<file path="config.mk">
export PLATFORM = sky130hd
export DESIGN_NAME = pcicfg_header_regs
export DESIGN_NICKNAME = d
export VERILOG_FILES = /design/src/include/pcicfg_pkg.sv /design/src/hdl/pcicfg_byte_reg.sv /design/src/hdl/pcicfg_window_base.sv /design/src/hdl/pcicfg_header_regs.sv
export SDC_FILE = /design/constraint.sdc
export NUM_CORES = 1
export LEC_CHECK = 0
export ABC_CLOCK_PERIOD_IN_PS = 1400
export BUFFER_PORTS_ARGS = -buffer_cell sky130_fd_sc_hd__buf_4
export CAP_MARGIN = 15
export CORE_AREA = 2 2 149 224
export CTS_CLUSTER_SIZE = 20
export DETAILED_ROUTE_END_ITERATION = 10
export DIE_AREA = 0 0 151 226
export PLACE_DENSITY = 0.6
export SYNTH_ARGS = -nofsm -noshare
export SYNTH_HDL_FRONTEND = slang
export SYNTH_SLANG_ARGS = --single-unit
</file>
<file path="constraint.sdc">
create_clock -name core_clk -period 1.4 [get_ports core_clk]
set_input_delay 0.14 -clock core_clk [delete_from_list [all_inputs] [get_ports core_clk]]
set_output_delay 0.14 -clock core_clk [all_outputs]
set_load 0.01 [all_outputs]
</file>
<file path="src/include/pcicfg_pkg.sv">
/*
 * Package for the configuration header register slice: dword indices, byte lanes,
 * reset values, fixed field values, carrier structs, tenure states and shared functions.
 * Assumes configuration accesses arrive as dword index, byte enables and write data.
 */
package pcicfg_pkg;

   // --------
   // Configuration dword indices (byte address is four times these)
   // --------
   localparam int         CFG_IDX_W            = 6;
   localparam logic [5:0] IDX_MISC_DW          = 6'h03;
   localparam logic [5:0] IDX_WINDOW_FIRST     = 6'h04;
   localparam logic [5:0] IDX_WINDOW_LAST      = 6'h09;
   localparam logic [5:0] IDX_BOARD_IDENT      = 6'h0B;
   localparam logic [5:0] IDX_CAP_DW           = 6'h0D;
   localparam logic [5:0] IDX_INT_DW           = 6'h0F;

   // --------
   // Byte lanes inside their dwords
   // --------
   localparam logic [1:0] LANE_TENURE          = 2'h1;
   localparam logic [1:0] LANE_HEADER_LAYOUT   = 2'h2;
   localparam logic [1:0] LANE_SELF_TEST       = 2'h3;
   localparam logic [1:0] LANE_CAP_PTR         = 2'h0;
   localparam logic [1:0] LANE_INT_ROUTE       = 2'h0;

   // --------
   // Reset and fixed values
   // --------
   localparam logic [7:0]  TENURE_RST          = 8'h00;
   localparam logic [7:0]  HEADER_LAYOUT_VAL   = 8'h00;
   localparam logic [7:0]  SELF_TEST_VAL       = 8'h00;
   localparam logic [7:0]  CAP_PTR_VAL         = 8'h40;
   localparam logic [7:0]  INT_ROUTE_RST       = 8'h00;
   localparam logic [15:0] BOARD_IDENT_RST     = 16'h0000;
   localparam logic [27:0] WINDOW_ADDR_RST     = 28'h0000000;
   localparam logic [1:0]  WINDOW_TYPE_VAL     = 2'h0;
   localparam logic        WINDOW_SPACE_VAL    = 1'b0;
   localparam int          WINDOW_COUNT        = 6;
   localparam int          WINDOW_ADDR_LSB     = 4;
   localparam int          WINDOW_PREFETCH_BIT = 3;
   localparam logic [7:0]  TENURE_COUNT_MAX    = 8'hFF;

   // --------
   // Carriers and states
   // --------
   typedef struct packed {
      logic                 write;
      logic [CFG_IDX_W-1:0] index;
      logic [3:0]           byte_en;
      logic [31:0]          wdata;
   } pcicfg_req_type;

   typedef struct packed {
      logic        ack;
      logic        hit;
      logic [31:0] rdata;
   } pcicfg_rsp_type;

   typedef enum logic [1:0] {
      TEN_IDLE      = 2'b00,
      TEN_GRANTED   = 2'b01,
      TEN_WITHDRAWN = 2'b11,
      TEN_RELEASE   = 2'b10
   } pcicfg_tenure_state_type;

   // Picks one byte lane of a write, keeping the old byte when its enable is low
   function automatic logic [7:0] pcicfg_lane_merge(input logic [7:0]  old_byte,
                                                    input logic [31:0] wdata,
                                                    input logic [3:0]  byte_en,
                                                    input logic [1:0]  lane);
      pcicfg_lane_merge = byte_en[lane] ? wdata[8*lane +: 8] : old_byte;
   endfunction

   function automatic logic [7:0] pcicfg_lane_pick(input logic [31:0] wdata,
                                                   input logic [1:0]  lane);
      pcicfg_lane_pick = wdata[8*lane +: 8];
   endfunction

endpackage

</file>
<file path="src/hdl/pcicfg_byte_reg.sv">
/*
 * One host-writable configuration byte with a lane write and an asynchronous reset value.
 * Assumes the caller decodes the dword and hands over the lane enable.
 */
`timescale 1ns/100ps
module pcicfg_byte_reg
   import pcicfg_pkg::*;
#(
   parameter logic [7:0] RESET_VALUE = 8'h00
) (
   input  wire logic       core_clk,
   input  wire logic       reset_n,
   input  wire logic       write_en,
   input  wire logic [7:0] write_byte,
   output logic      [7:0] value
);

   logic [7:0] value_r;

   // Only hardware reset returns the byte to its reset value
   always_ff @(posedge core_clk or negedge reset_n) begin
      if (!reset_n) begin
         value_r <= RESET_VALUE;
      end else if (write_en) begin
         value_r <= write_byte;
      end
   end

   assign value = value_r;

endmodule // pcicfg_byte_reg

</file>
<file path="src/hdl/pcicfg_window_base.sv">
/*
 * One memory window base register: masked address bits, mirrored prefetch bit,
 * hardwired type and space bits. Assumes mask and prefetch come from the mask register.
 */
`timescale 1ns/100ps
module pcicfg_window_base
   import pcicfg_pkg::*;
(
   input  wire logic        core_clk,
   input  wire logic        reset_n,
   input  wire logic        write_en,
   input  wire logic [3:0]  byte_en,
   input  wire logic [31:0] wdata,
   input  wire logic [27:0] addr_mask,
   input  wire logic        prefetchable_enable,
   output logic      [31:0] value
);

   logic [27:0] addr_r;
   logic [27:0] lane_mask;

   // Byte enables narrowed onto the 28 address bits (bits 31..4)
   assign lane_mask = {{8{byte_en[3]}}, {8{byte_en[2]}}, {8{byte_en[1]}}, {4{byte_en[0]}}};

   always_ff @(posedge core_clk or negedge reset_n) begin
      if (!reset_n) begin
         addr_r <= WINDOW_ADDR_RST;
      end else if (write_en) begin
         addr_r <= (addr_r & ~(addr_mask & lane_mask))
                 | (wdata[31:WINDOW_ADDR_LSB] & addr_mask & lane_mask);
      end
   end

   // Low nibble is never stored, so writes to it vanish silently
   assign value = {addr_r,
                   prefetchable_enable,
                   WINDOW_TYPE_VAL,
                   WINDOW_SPACE_VAL};

endmodule // pcicfg_window_base

</file>
<file path="src/hdl/pcicfg_header_regs.sv">
/*
 * Configuration header register slice of a bus target:
 * bus tenure timer and its master tenure supervisor,
 * header layout, self-test, six memory window bases,
 * board identifiers, capability pointer and interrupt routing byte.
 * Assumes one access per request in the core clock domain,
 * and that the master engine reports its own frame and ownership.
 */
// Function
// - With grant withdrawn, release bus once cycles since frame reach timer.
// - While grant stays asserted, the timer never ends the transaction.
// - Tenure timer is read/write and clears to zero on hardware reset.
// - Software reset leaves the tenure timer contents unchanged.
// - Header layout byte is read-only and reads zero.
// - Self-test byte is read-only and always reads zero.
// - Window base bits 31..4 writable where mask allows; reset to zero.
// - Window base bit 3 read-only, mirrors the prefetchable enable.
// - Window base bits 2..1 read zero: 32-bit decoder only.
// - Window base bit 0 reads zero: memory space only.
// - Board product identifier is read-only, value set by board maker.
// - Board maker identifier is read-only, value set by board maker.
// - Capability pointer is read-only and returns 40h.
// - Host writes interrupt routing byte; device stores and returns it.
`timescale 1ns/100ps
module pcicfg_header_regs
   import pcicfg_pkg::*;
(
   input  wire logic                          core_clk,
   input  wire logic                          reset_n,
   input  wire logic                          soft_reset,

   input  wire logic                          cfg_valid,
   input  wire pcicfg_req_type                cfg_req,
   output pcicfg_rsp_type                     cfg_rsp,

   input  wire logic [WINDOW_COUNT-1:0][27:0] window_mask_register,
   input  wire logic [WINDOW_COUNT-1:0]       prefetchable_enable,

   input  wire logic [15:0]                   board_product_code,
   input  wire logic [15:0]                   board_maker_code,

   input  wire logic                          master_owner,
   input  wire logic                          cycle_frame_pin_n,
   input  wire logic                          bus_grant_input_n,

   output logic                               tenure_release,
   output logic [7:0]                         bus_tenure_count,
   output logic [7:0]                         interrupt_routing
);

   // --------
   // Access decode
   // --------
   logic                          wr_stb;
   logic                          wr_misc;
   logic                          wr_int;
   logic [WINDOW_COUNT-1:0]       wr_window;

   logic [7:0]                    tenure_wbyte;
   logic [7:0]                    route_wbyte;

   logic [7:0]                    tenure_value;
   logic [7:0]                    route_value;
   logic [WINDOW_COUNT-1:0][31:0] window_value;

   // Window dwords form one contiguous run of indices
   function automatic logic in_window_run(input logic [CFG_IDX_W-1:0] idx);
      in_window_run = (idx >= IDX_WINDOW_FIRST) && (idx <= IDX_WINDOW_LAST);
   endfunction


   assign wr_stb  = cfg_valid && cfg_req.write;
   assign wr_misc = wr_stb && (cfg_req.index == IDX_MISC_DW)
                    && cfg_req.byte_en[LANE_TENURE];
   assign wr_int  = wr_stb && (cfg_req.index == IDX_INT_DW)
                    && cfg_req.byte_en[LANE_INT_ROUTE];

   always_comb begin
      for (int i = 0; i < WINDOW_COUNT; i++) begin
         wr_window[i] = wr_stb
                        && (cfg_req.index == (IDX_WINDOW_FIRST + CFG_IDX_W'(i)));
      end
   end

   // --------
   // Write lanes
   // --------
   // Lanes other than the writable ones are dropped here, so a write to the layout
   // or self-test bytes leaves no trace
   assign tenure_wbyte = pcicfg_lane_pick(cfg_req.wdata, LANE_TENURE);
   assign route_wbyte  = pcicfg_lane_pick(cfg_req.wdata, LANE_INT_ROUTE);

   // --------
   // Host-writable bytes
   // --------
   // Soft reset is deliberately not wired to the timer byte
   pcicfg_byte_reg #(
      .RESET_VALUE (TENURE_RST)
   ) u_tenure_timer (
      .core_clk   (core_clk),
      .reset_n    (reset_n),
      .write_en   (wr_misc),
      .write_byte (tenure_wbyte),
      .value      (tenure_value)
   );

   pcicfg_byte_reg #(
      .RESET_VALUE (INT_ROUTE_RST)
   ) u_int_routing (
      .core_clk   (core_clk),
      .reset_n    (reset_n),
      .write_en   (wr_int),
      .write_byte (route_wbyte),
      .value      (route_value)
   );

   assign bus_tenure_count  = tenure_value;
   assign interrupt_routing = route_value;

   // --------
   // Memory window bases
   // --------
   generate
      for (genvar g = 0; g < WINDOW_COUNT; g++) begin : g_window
         pcicfg_window_base u_base (
            .core_clk            (core_clk),
            .reset_n             (reset_n),
            .write_en            (wr_window[g]),
            .byte_en             (cfg_req.byte_en),
            .wdata               (cfg_req.wdata),
            .addr_mask           (window_mask_register[g]),
            .prefetchable_enable (prefetchable_enable[g]),
            .value               (window_value[g])
         );
      end
   endgenerate

   // --------
   // Board identifiers
   // --------
   // Reset cannot load a port, so straps are taken on the first edge after release
   logic        ident_loaded_r;
   logic [15:0] board_product_r;
   logic [15:0] board_maker_r;

   always_ff @(posedge core_clk or negedge reset_n) begin
      if (!reset_n) begin
         ident_loaded_r  <= 1'b0;
         board_product_r <= BOARD_IDENT_RST;
         board_maker_r   <= BOARD_IDENT_RST;
      end else if (!ident_loaded_r) begin
         ident_loaded_r  <= 1'b1;
         board_product_r <= board_product_code;
         board_maker_r   <= board_maker_code;
      end
   end

   // --------
   // Read mux
   // --------
   logic [31:0] rdata_nxt;
   logic        hit_nxt;

   always_comb begin
      rdata_nxt = 32'h00000000;
      hit_nxt   = 1'b1;

      case (cfg_req.index)
         IDX_MISC_DW: begin
            rdata_nxt[8*LANE_TENURE +: 8]        = tenure_value;
            rdata_nxt[8*LANE_HEADER_LAYOUT +: 8] = HEADER_LAYOUT_VAL;
            rdata_nxt[8*LANE_SELF_TEST +: 8]     = SELF_TEST_VAL;
         end

         IDX_BOARD_IDENT: begin
            rdata_nxt = {board_product_r, board_maker_r};
         end

         IDX_CAP_DW: begin
            rdata_nxt[8*LANE_CAP_PTR +: 8] = CAP_PTR_VAL;
         end

         IDX_INT_DW: begin
            rdata_nxt[8*LANE_INT_ROUTE +: 8] = route_value;
         end

         default: begin
            if (in_window_run(cfg_req.index)) begin
               rdata_nxt = window_value[3'(cfg_req.index - IDX_WINDOW_FIRST)];
            end else begin
               hit_nxt = 1'b0;
            end
         end
      endcase
   end

   // --------
   // Answer register
   // --------
   logic        ack_r;
   logic        hit_r;
   logic [31:0] rdata_r;

   // Answer one cycle after the request; other header bytes belong elsewhere,
   // so a miss is flagged rather than answered with data
   always_ff @(posedge core_clk or negedge reset_n) begin
      if (!reset_n) begin
         ack_r   <= 1'b0;
         hit_r   <= 1'b0;
         rdata_r <= 32'h00000000;
      end else begin
         ack_r   <= cfg_valid;
         hit_r   <= cfg_valid && hit_nxt;

         if (cfg_valid && !cfg_req.write) begin
            rdata_r <= rdata_nxt;
         end
      end
   end

   assign cfg_rsp.ack   = ack_r;
   assign cfg_rsp.hit   = hit_r;
   assign cfg_rsp.rdata = rdata_r;

   // --------
   // Master tenure supervisor: frame edge
   // --------
   pcicfg_tenure_state_type ten_state_r;
   pcicfg_tenure_state_type ten_state_nxt;
   logic                    frame_prev_r;
   logic                    frame_start;
   logic [7:0]              tenure_cnt_r;
   logic                    tenure_spent;

   always_ff @(posedge core_clk or negedge reset_n) begin
      if (!reset_n) begin
         frame_prev_r <= 1'b1;
      end else begin
         frame_prev_r <= cycle_frame_pin_n;
      end
   end

   // Counting begins on the cycle the device drives frame active
   assign frame_start  = master_owner && frame_prev_r && !cycle_frame_pin_n;

   // --------
   // Tenure counter
   // --------
   assign tenure_spent = (tenure_cnt_r >= tenure_value);

   // Saturates so a long tenure cannot wrap and look fresh again
   always_ff @(posedge core_clk or negedge reset_n) begin
      if (!reset_n) begin
         tenure_cnt_r <= 8'h00;
      end else if (soft_reset || frame_start) begin
         tenure_cnt_r <= 8'h00;
      end else if (ten_state_r != TEN_IDLE && tenure_cnt_r != TENURE_COUNT_MAX) begin
         tenure_cnt_r <= tenure_cnt_r + 8'h01;
      end
   end

   // --------
   // Tenure state
   // --------
   always_comb begin
      ten_state_nxt = ten_state_r;

      case (ten_state_r)
         TEN_IDLE: begin
            if (frame_start) begin
               ten_state_nxt = TEN_GRANTED;
            end
         end

         TEN_GRANTED: begin
            if (!master_owner) begin
               ten_state_nxt = TEN_IDLE;
            end else if (bus_grant_input_n) begin
               ten_state_nxt = TEN_WITHDRAWN;
            end
         end

         TEN_WITHDRAWN: begin
            if (!master_owner) begin
               ten_state_nxt = TEN_IDLE;
            end else if (tenure_spent) begin
               ten_state_nxt = TEN_RELEASE;
            end
         end

         TEN_RELEASE: begin
            if (!master_owner) begin
               ten_state_nxt = TEN_IDLE;
            end
         end

         default: begin
            ten_state_nxt = TEN_IDLE;
         end
      endcase
   end

   // Soft reset abandons any tenure in progress but never touches the timer byte
   always_ff @(posedge core_clk or negedge reset_n) begin
      if (!reset_n) begin
         ten_state_r <= TEN_IDLE;
      end else if (soft_reset) begin
         ten_state_r <= TEN_IDLE;
      end else begin
         ten_state_r <= ten_state_nxt;
      end
   end

   // --------
   // Release
   // --------
   // Grant withdrawal is a late event, so release holds until the master lets go
   assign tenure_release = (ten_state_r == TEN_RELEASE);

endmodule // pcicfg_header_regs

</file>
==> reports/results.ini, run 1 <==
[clock_network]
insertion_delay_ps = 540
cts_buffers = 27
cts_tree = yes
htreeDepth = 1
cts.clk_slew.worst_paths_ps = 60
tritoncts_num_sinks = 262
cts_root_buf = clkbuf_16
cts.path.max_buffers = 3

[global_routing]
grt_max_degree = 48
grt_overflow = 0
antenna_found_initial = 1
grt_pass1_wl_um = 71100
grt_pass1_vias = 12500
grt_usage_pct = 27.6

[timing]
finalHoldViolCount = 0
worst_pin_slew_ps = 745
final_max_slew_viol_count = 0
worst_clock_skew_ps = 8.29
setup_viol = 115
min_period_ps = 1600
rsz0062_at_grt = yes
fmax_ghz = 0.624
fin_crit_sh_pct = 115
hold_slack_ps = 93.9
max-slew-margin-rel_pct = 50.3
fin_ws_ps = -204

[floorplan]
start_util_pct = 39.6
die_x_um = 151
dieArea_um2 = 34100
rows = 81
dieHeight_um = 226
coreArea_um2 = 32200
io_pins = 307

[yosys]
synth_xor_area_share_pct = 0.206
synth_fa_ha_area_share_pct = 0.882
synth_edf_count = 0
ys_warn_count = 0
synth_top_area_cell = dfrtp_1
syn_area_um2 = 12800
netlist_instances = 1035
post_synth.cell_area_avg_um2 = 12.3
synth_compound_area_share_pct = 7.21
synthTopCellsByArea = dfrtp_1 51%, mux2_2 17%, mux2_1 4.7%, nand3_1 4.7%, a221oi_1 2.8%
synth_fp_nets = 1300
yosys.cell_types.count = 53
ys_seq_area_share_pct = 51.4
synth_ff_type = dfrtp_1
synthMuxAreaShare_pct = 25.5
synth-simple-area-share_pct = 11.4
synthArstFlopShare_pct = 100
synth_top_area_share_pct = 51.2
ys_seq_elements = 262
synth_top_family_by_area = multiplexers

[power]
pwr-share-comb_pct = 17.7
internal_power_mw = 13.5
p_seq_share_pct = 44.8
p_clk_share_pct = 37.4
p_sw_share_pct = 25.7
p_leak_nw = 10.0
ir_drop_mv = 0.826
switching_power_mw = 4.65
power.density_nw_per_um2 = 830

[status]
violations = negative setup slack
outcome = finished with violations

[final_layout]
mostFrequentLayoutCell = buf_4
layout.nets = 1964
fin_cells = 2133
syn_to_final_growth_pct = 71.0
fillers = 2236
final_cell_mix = 398 x buf_4, 256 x dfrtp_1, 239 x dlygate4sd3_1
drive_above_1_share_pct = 52.9
final_area_um2 = 21800

[min_path]
hold_path.class = primary input to flop
holdPathStages = 4

[route]
drt-total-wl_um = 49400
vias = 11600
ant_nets = 0
drtIter0Drc = 488
dr.pass1.iters = 4
drc = 0
drt-wirelength-per-cell_um = 23.2
via_per_inst = 5.43

[placed_design]
gp_congestion = 0.825
hpwl_um = 31400
place_ws_ps = -605
io_buffers = 306
dp_cells = 1807
dpl-instance-area_um2 = 16800

[worst_setup_path]
cp.required_ps = 1820
crit_top_cell = buf_6
r2r_cells = 6
start_kind = primary input
slowest_delay_ps = 600
cp_cell_sequence = buf_6 > or4b_4 > buf_6 > nor4_4 > buf_4 > buf_8 > buf_12 > nand3_1 > mux2_2
critPathArrivalTime_ps = 2030
worst_path_max_delay_cell = or4b_4
path_class = primary input to flop
worst-path-max-fanout = 6
end_kind = flop

[run]
drv_cap = 0

-- kinds of logic after synthesis --
kind of cell / Yosys count
compound gates: 123
xor+xnor: 3
fa+ha+maj: 9
buf+inv: 82
flops: 262
mux: 277
other cells: 1
simple gates: 278
-- power by group through the flow --
stage | combinational, mW | clock (mW) | sequential (mW)
2_1_floorplan | 0.899 | 0 | 8.21
3_3_place_gp | 2.30 | 0 | 8.23
3_5_place_dp | 2.32 | 0 | 8.24
4_1_cts | 2.98 | 6.87 | 8.11
5_1_grt | 3.41 | 7.22 | 8.16
6_report | 3.21 | 6.78 | 8.13
-- worst paths after layout --
kind,from,endpoint,slack [ps]
max in group asynchronous,reset_n,frame_prev_r$_DFF_PN1_,630
max reg2reg,u_tenure_timer.value[4]$_DFFE_PN0P_,ten_state_r[0]$_DFFE_PN0P_,-110
max,cfg_req[39],g_window[2].u_base.addr_r[22]$_DFFE_PN0P_,-200
min,cfg_valid,hit_r$_DFF_PN0_,90
min reg2reg,g_window[4].u_base.addr_r[2]$_DFFE_PN0P_,g_window[4].u_base.addr_r[2]$_DFFE_PN0P_,490
min in group asynchronous,reset_n,g_window[1].u_base.addr_r[10]$_DFFE_PN0P_,100
-- stage by stage --
| stage | TNS, ps | utilization [%] | total power [mW] |
|---|---|---|---|
| final | -9970 | 67.7 | 18.1 |
| after global placement | -99770 | 52.2 | 10.5 |
| after CTS | -6000 | 64.3 | 18.0 |
| after detailed placement | -105520 | 52.2 | 10.6 |
| after floorplan | -59390 | - | 9.11 |
| after global routing | -13710 | 67.7 | 18.8 |
-- worst max-delay path: cells and delay by family --
family                 cells  cell delay [ps]
buffers and inverters      5              690
muxes                      1              330
and+or+nand+nor            3              860
-- synthesized netlist by cell type (3+ instances only) --
| library cell | instances |
|---|---|
| a21oi_1 | 22 |
| a221o_1 | 13 |
| a221oi_1 | 41 |
| a22oi_1 | 3 |
| a31oi_1 | 3 |
| buf_1 | 9 |
| buf_2 | 13 |
| buf_4 | 10 |
| buf_6 | 9 |
| clkbuf_1 | 28 |
| dfrtp_1 | 261 |
| ha_1 | 9 |
| inv_1 | 12 |
| mux2_1 | 53 |
| mux2_2 | 189 |
| mux2i_1 | 20 |
| mux4_2 | 14 |
| nand2_1 | 68 |
| nand2b_1 | 5 |
| nand3_1 | 119 |
| nor2_1 | 41 |
| nor2b_1 | 4 |
| nor3_1 | 14 |
| nor3_2 | 4 |
| nor4_4 | 7 |
| o211ai_1 | 5 |
| o21ai_0 | 14 |
| o22ai_1 | 9 |
| o2bb2ai_1 | 4 |
| or3_1 | 3 |
-- repair_timing --
item                                   in CTS  in global routing
resized for setup                         124                180
setup endpoints to repair                  54                159
endpoints found under the hold margin     481                  0
pin swaps                                  32                 70
hold buffers                              239                  0
gates cloned                                6                  2
setup buffers                              14                 31
-- layout make-up --
type	count	area (um2)	area share (%)
clock inverter	2	10.0	0.0459
sequential	262	6560	30.1
inverter	13	51.3	0.235
timing repair buffer	703	6500	29.8
clock buffer	45	783	3.59
antenna	1	2.50	0.0115
tap	415	519	2.38
multi-input combinational	692	7390	33.9
-- state kept, by name (all words and copies together), names as in the netlist --
signal / cells
ack_r: 1
board_maker_r: 16
board_product_r: 16
frame_prev_r: 1
g_window.u_base.addr_r: 168
hit_r: 1
ident_loaded_r: 1
rdata_r: 32
ten_state_r: 2
tenure_cnt_r: 8
u_int_routing.value: 8
u_tenure_timer.value: 8
-- routing by layer --
layer | vias to the layer above | global-route usage [%] | share of wire, %
met2 | 437 | 49.4 | 53
met1 | 5853 | 31.9 | 37
met5 | - | 0 | 0
li1 | 5178 | - | -
met4 | 0 | 14.0 | 4.8
met3 | 116 | 3.70 | 4.8
Power figures use the tool's default switching activity.
==> run 2, diff against run 1 <==
--- a/config.mk
+++ b/config.mk
@@ -12,7 +12,8 @@
 export CTS_CLUSTER_SIZE = 20
 export DETAILED_ROUTE_END_ITERATION = 10
 export DIE_AREA = 0 0 151 226
-export PLACE_DENSITY = 0.6
+export PLACE_DENSITY = 0.64
+export REMOVE_ABC_BUFFERS = 1
 export SYNTH_ARGS = -nofsm -noshare
 export SYNTH_HDL_FRONTEND = slang
 export SYNTH_SLANG_ARGS = --single-unit
==> run 2 against run 1 <==
  * The flow still finishes with violations (negative setup slack)
  * Die area stayed put
  * Setup slack improved by 42 ps
  * Combinational power shrank 3%
  * Design area shrank 3.1%
  * Via count grew 2.5%
  * Total power rose by 0.11%
  * Register-to-register slack better by 40 ps
  * Count of clock-buffer cells in the layout is 10 lower
  * Non-clock buffer count down 16
  * Critical path type unchanged
  * Critical endpoint is now g_window[1].u_base.addr_r[5]$_DFFE_PN0P_
  * Largest cell class unchanged
==> reports/results.ini, run 2 (synthesized netlist as in run 1, its figures left out) <==
[status]
outcome = finished with violations
violations = negative setup slack

[worst_setup_path]
end_kind = flop
start_kind = primary input
cp.required_ps = 1830  ; about the same
critPathArrivalTime_ps = 1990  ; -40 ps
worst-path-max-fanout = 5  ; -1
path_class = primary input to flop

[floorplan]
die_x_um = 151  ; unchanged
dieHeight_um = 226  ; unchanged
rows = 81  ; unchanged
io_pins = 307  ; unchanged
start_util_pct = 39.6  ; unchanged
dieArea_um2 = 34100  ; unchanged
coreArea_um2 = 32200  ; unchanged

[clock_network]
cts_tree = yes
cts.clk_slew.worst_paths_ps = 60  ; about the same
cts.path.max_buffers = 3  ; unchanged
tritoncts_num_sinks = 262  ; unchanged
cts_root_buf = clkbuf_16
insertion_delay_ps = 550  ; about the same
htreeDepth = 1  ; unchanged
cts_buffers = 27  ; unchanged

[route]
via_per_inst = 5.61  ; +3.3%
drt-total-wl_um = 51200  ; +3.6%
drtIter0Drc = 638  ; +31%
dr.pass1.iters = 5  ; +1
drt-wirelength-per-cell_um = 24.2  ; +4.5%
vias = 11900  ; +2.5%
drc = 0  ; unchanged
ant_nets = 0  ; unchanged

[run]
drv_cap = 0  ; unchanged

[final_layout]
mostFrequentLayoutCell = buf_4
fillers = 2247  ; +0.49%
syn_to_final_growth_pct = 65.8
layout.nets = 1947  ; -0.87%
final_cell_mix = 385 x buf_4, 258 x dfrtp_1, 238 x dlygate4sd3_1
regMostFlops = g_window.u_base.addr_r
top_regs = g_window.u_base.addr_r: 168 flops, rdata_r: 32 flops
multi_input_area_um2 = 6840  ; -7.5%
largest_reg_flops = 168  ; unchanged
drive_above_1_share_pct = 51.0  ; -2.0 points
final_area_um2 = 21200  ; -3.1%
regArea_um2 = 6560  ; about the same

[placed_design]
io_buffers = 306  ; unchanged
hpwl_um = 31900  ; +1.6%
dpl-instance-area_um2 = 16300  ; -2.8%
gp_congestion = 0.830  ; +0.67%

[timing]
worst_pin_slew_ps = 534  ; -211 ps
finalHoldViolCount = 0  ; unchanged
setup_viol = 119  ; +3.5%
fmax_ghz = 0.640  ; +2.7%
fin_crit_sh_pct = 112  ; -3.0 points
fin_ws_ps = -162  ; +41.5 ps
worst_clock_skew_ps = 19.0  ; +10.7 ps
final_max_slew_viol_count = 0  ; unchanged
min_period_ps = 1560  ; -41.5 ps
rsz0062_at_grt = yes
max-slew-margin-rel_pct = 64.4  ; +14 points

[global_routing]
grt_max_degree = 55  ; +15%
grt_pass1_vias = 12700  ; +1.4%
antenna_found_initial = 4  ; +3
grt_overflow = 0  ; unchanged
grt_pass1_wl_um = 71900  ; +1.1%
grt_usage_pct = 28.1  ; +0.48 points

[power]
power.density_nw_per_um2 = 857  ; +3.3%
total_power_mw = 18.1  ; +0.11%
ir_drop_mv = 0.801  ; -3.0%
p_leak_nw = 9.83  ; -1.7%

[min_path]
hold_path.class = primary input to flop

-- run 2: changes by cell type in the layout (fill, tap and decap cells not counted), sizes merged, moves of 3 or more --
cell / before / now
buf: 463 / 444
diode: 1 / 4
clkinv: 3 / 7
clkbuf: 46 / 40
-- run 2: worst max-delay path, stage by stage --
cell	delay [ps]
buf_6	100
or4b_4	610
buf_6	160
nor4_4	130
buf_6	210
clkbuf_16	180
nand3_4	120
mux2_4	330
-- run 2: final timing paths --
| kind | startpoint | endpoint | slack (ps) | cells past startpoint |
|---|---|---|---|---|
| max in group asynchronous | reset_n | rdata_r[15]$_DFFE_PN0P_ | 630 | 3 |
| max reg2reg | tenure_cnt_r[7]$_DFFE_PN0P_ | ten_state_r[0]$_DFFE_PN0P_ | -70 | 5 |
| min | cfg_req[39] | hit_r$_DFF_PN0_ | 50 | 4 |
| min in group asynchronous | reset_n | g_window[5].u_base.addr_r[18]$_DFFE_PN0P_ | 130 | 2 |
| max | cfg_req[40] | g_window[1].u_base.addr_r[5]$_DFFE_PN0P_ | -160 | 8 |
| min reg2reg | g_window[2].u_base.addr_r[10]$_DFFE_PN0P_ | g_window[2].u_base.addr_r[10]$_DFFE_PN0P_ | 490 | 1 |
-- run 2: timing repair --
action,CTS,global route
setup buffers,10,8
resized for setup,95,185
cloned,4,6
hold buffers,239,0
pin swaps,26,48
endpoints found under the setup margin,155,174
hold endpoints to repair,482,0
-- run 2: layout make-up --
cell class | instances | area share [%]
antenna | 4 | 0.0473
clock buffer | 35 | 3.52
clock inverter | 9 | 0.361
inverter | 13 | 0.242
multi-input combinational | 691 | 32.3
sequential | 262 | 31.0
tap | 415 | 2.45
timing repair buffer | 687 | 30.0
-- run 2: metrics by stage --
step,util (%),setup WS (ps),hold slack (ps),setup TNS (ps),std cells
floorplan,-,-839,-156,-137520,966
global placement,50.7,-737,116,-122410,1804
detailed placement,50.7,-751,121,-125510,1804
CTS,62.3,-73.0,40.9,-2110,2100
global route,65.6,-164,79.5,-10710,2116
finish,65.6,-162,47.1,-7500,2116
-- run 2: layer usage --
metal	part of all wire, %	wire (um)	global-route usage [%]	vias up
li1	-	-	-	5161
met2	52	26600	50.1	532
met1	36	18200	30.9	5979
met5	0	0	0	-
met4	7.4	3770	18.8	0
met3	5.2	2670	3.35	197
-- run 2: where the power goes --
group          internal [mW]  leakage (nW)  switching [mW]
Sequential              7.90          3.52           0.207
Clock                   3.90         0.409            3.03
Combinational           1.72          5.90            1.38
==> run 3, diff against run 2 <==
--- a/config.mk
+++ b/config.mk
@@ -8,11 +8,11 @@
 export ABC_CLOCK_PERIOD_IN_PS = 1400
 export BUFFER_PORTS_ARGS = -buffer_cell sky130_fd_sc_hd__buf_4
 export CAP_MARGIN = 15
-export CORE_AREA = 2 2 149 224
+export CORE_AREA = 2 2 144 217
 export CTS_CLUSTER_SIZE = 20
 export DETAILED_ROUTE_END_ITERATION = 10
-export DIE_AREA = 0 0 151 226
-export PLACE_DENSITY = 0.64
+export DIE_AREA = 0 0 146 219
+export PLACE_DENSITY = 0.68
 export REMOVE_ABC_BUFFERS = 1
 export SYNTH_ARGS = -nofsm -noshare
 export SYNTH_HDL_FRONTEND = slang
==> run 3 against run 2 <==
  * The flow still finishes with violations (negative setup slack)
  * Utilization rose by 4.6 points
  * Total power fell by 0.68%
  * Global-route usage rose by 1.3 points
  * Count of clock-buffer cells in the layout rose by 2
  * Die area fell by 6.3%
  * Design area fell by 0.21%
  * Critical endpoint is now g_window[1].u_base.addr_r[26]$_DFFE_PN0P_
  * Largest power group unchanged
==> reports/results.ini, run 3 (synthesized netlist as in run 1, its figures left out) <==
[worst_setup_path]
critical_path_buf_inv_count = 3  ; -1
start_kind = primary input
worst_path_max_delay_cell = or4b_4
cp.required_ps = 1830  ; about the same
r2r_cells = 5  ; unchanged
rr_endpoint = ten_state_r[0]$_DFFE_PN0P_
critPathArrivalTime_ps = 1950  ; -40 ps
end_kind = flop
crit_top_cell = buf_6
slowest_delay_ps = 620  ; about the same
worst-path-max-fanout = 7  ; +2
crit_family = simple AND/OR/NAND/NOR gates
cp_cell_sequence = buf_6 > or4b_4 > nor4_4 > buf_6 > buf_12 > nand3_4 > mux2_4
path_class = primary input to flop
cp.depth = 7  ; -1
r2r_start = u_tenure_timer.value[4]$_DFFE_PN0P_
worstSetupStartpoint = cfg_req[41]
ff2ff_setup_slack_ps = -70  ; about the same
endpoint = g_window[1].u_base.addr_r[26]$_DFFE_PN0P_

[route]
via_per_inst = 5.77  ; +2.9%
ant_nets = 0  ; unchanged
drt-wirelength-per-cell_um = 24.4  ; +1.0%
drt-total-wl_um = 51100  ; -0.15%
dr.pass1.iters = 5  ; unchanged
drc = 0  ; unchanged
vias = 12100  ; +1.7%
drtIter0Drc = 725  ; +14%

[final_layout]
drive_above_1_share_pct = 50.4  ; -0.59 points
final_util_pct = 70.2  ; +4.6 points
fin_cells = 2091  ; -1.2%
final_cell_mix = 379 x buf_4, 258 x dfrtp_1, 239 x dlygate4sd3_1
syn_to_final_growth_pct = 65.4
top_regs = g_window.u_base.addr_r: 168 flops, rdata_r: 32 flops
mostFrequentLayoutCell = buf_4
layout.nets = 1933  ; -0.72%
regMostFlops = g_window.u_base.addr_r
largest_reg_flops = 168  ; unchanged

[clock_network]
htreeDepth = 1  ; unchanged
cts_buffers = 26  ; -3.7%
cts_tree = yes
cts_root_buf = clkbuf_16
cts.path.max_buffers = 3  ; unchanged
cts.clk_slew.worst_paths_ps = 60  ; about the same
tritoncts_num_sinks = 262  ; unchanged
insertion_delay_ps = 550  ; about the same

[floorplan]
dieArea_um2 = 32000  ; -6.3%
coreArea_um2 = 30100  ; -6.7%
rows = 78  ; -3.7%
io_pins = 307  ; unchanged
die_x_um = 146  ; -3.3%
dieHeight_um = 219  ; -3.1%
start_util_pct = 42.5  ; +2.9 points

[timing]
worst_pin_slew_ps = 673  ; +139 ps
max-slew-margin-rel_pct = 55.2  ; -9.2 points
fin_crit_sh_pct = 109  ; -2.9 points
min_period_ps = 1520  ; -41.2 ps
setup_viol = 52  ; -56%
finalHoldViolCount = 0  ; unchanged
worst_clock_skew_ps = 13.1  ; -5.91 ps
fin_ws_ps = -121  ; +41.2 ps
final_max_slew_viol_count = 0  ; unchanged
rsz0062_at_grt = yes
tns_ps = -3010  ; +4480 ps
fmax_ghz = 0.657  ; +2.7%

[global_routing]
grt_overflow = 0  ; unchanged
antenna_found_initial = 7  ; +3
grt_pass1_vias = 13000  ; +2.8%
grt_usage_pct = 29.4  ; +1.3 points
grt_pass1_wl_um = 72400  ; +0.70%
grt_max_degree = 63  ; +15%

[status]
outcome = finished with violations
violations = negative setup slack

[power]
ir_drop_mv = 0.860  ; +7.4%
p_leak_nw = 9.71  ; -1.2%
power.density_nw_per_um2 = 853  ; -0.46%

[run]
drv_cap = 0  ; unchanged

[placed_design]
gp_congestion = 0.841  ; +1.3%
io_buffers = 306  ; unchanged
dp_cells = 1776  ; -1.6%
hpwl_um = 30500  ; -4.5%

[min_path]
hold_path.class = primary input to flop

-- run 3: cell count changes in the layout (fill, tap and decap cells not counted), moves of 4 or more --
cell / before / now
buf_4: 385 / 379
nand2_4: 4 / 0
clkbuf_1: 4 / 8
nand3_4: 32 / 43
mux2_2: 171 / 167
nand2_2: 18 / 9
nand3_1: 70 / 58
diode_2: 4 / 8
buf_6: 23 / 16
nand2_1: 46 / 59
-- run 3: timing repair --
action | in CTS | in global routing
hold buffers | 239 | 0
gates resized for setup | 71 | 200
pin swaps | 15 | 52
endpoints found under the setup margin | 116 | 176
cloned | 2 | 7
buffers inserted | 4 | 14
hold endpoints to repair | 481 | 0
-- run 3: worst register-to-register path: cells and delay by family, from the launching register on --
family | cells | cell delay [ps]
buffers and inverters | 1 | 70
AO/OA/AOI/OAI | 3 | 730
adder cells (fa/ha/maj) | 1 | 210
flip-flops | 1 | 390
-- run 3: area by class of cell --
class	instances	area, um2
Inverter	13	48.8
Timing Repair Buffer	674	6210
Tap cell	400	500
Clock buffer	37	733
Fill cell	1919	8950
Multi-Input combinational cell	691	6980
Sequential cell	262	6560
Antenna cell	8	20.0
Clock inverter	6	61.3
-- run 3: how the worst min path moves through the flow --
stage           startpoint                                  endpoint  depth (start not counted)
2_1_floorplan      reset_n                           ack_r$_DFF_PN0_                          0
5_1_grt        cfg_req[38]                   rdata_r[12]$_DFFE_PN0P_                          4
3_3_place_gp       reset_n  g_window[5].u_base.addr_r[1]$_DFFE_PN0P_                          1
3_5_place_dp       reset_n  g_window[1].u_base.addr_r[1]$_DFFE_PN0P_                          1
6_report       cfg_req[38]                   rdata_r[12]$_DFFE_PN0P_                          4
4_1_cts        cfg_req[39]                           hit_r$_DFF_PN0_                          4
-- run 3: per-layer routing --
| layer | up-vias | GRT usage [%] | routed length (um) |
|---|---|---|---|
| met2 | 646 | 52.5 | 26100 |
| met5 | - | 0 | 0 |
| met4 | 0 | 22.1 | 4510 |
| met1 | 6031 | 31.4 | 17500 |
| li1 | 5138 | - | - |
| met3 | 258 | 4.49 | 3030 |
-- run 3: stage by stage --
step           hold WS [ps]  setup slack, ps  total power, mW  instance area [um2]
2_1_floorplan          -156             -839             8.82                12400
3_3_place_gp           54.1             -589             10.4                16200
3_5_place_dp           51.5             -668             10.4                16200
4_1_cts                15.9            -56.8             17.8                19800
5_1_grt                58.1             -134             18.5                21100
6_report               26.4             -121             18.0                21100
-- run 3: report_power, final --
| part | switching [mW] | internal, mW |
|---|---|---|
| clock | 3.01 | 3.81 |
| combinational | 1.40 | 1.70 |
| sequential | 0.205 | 7.90 |
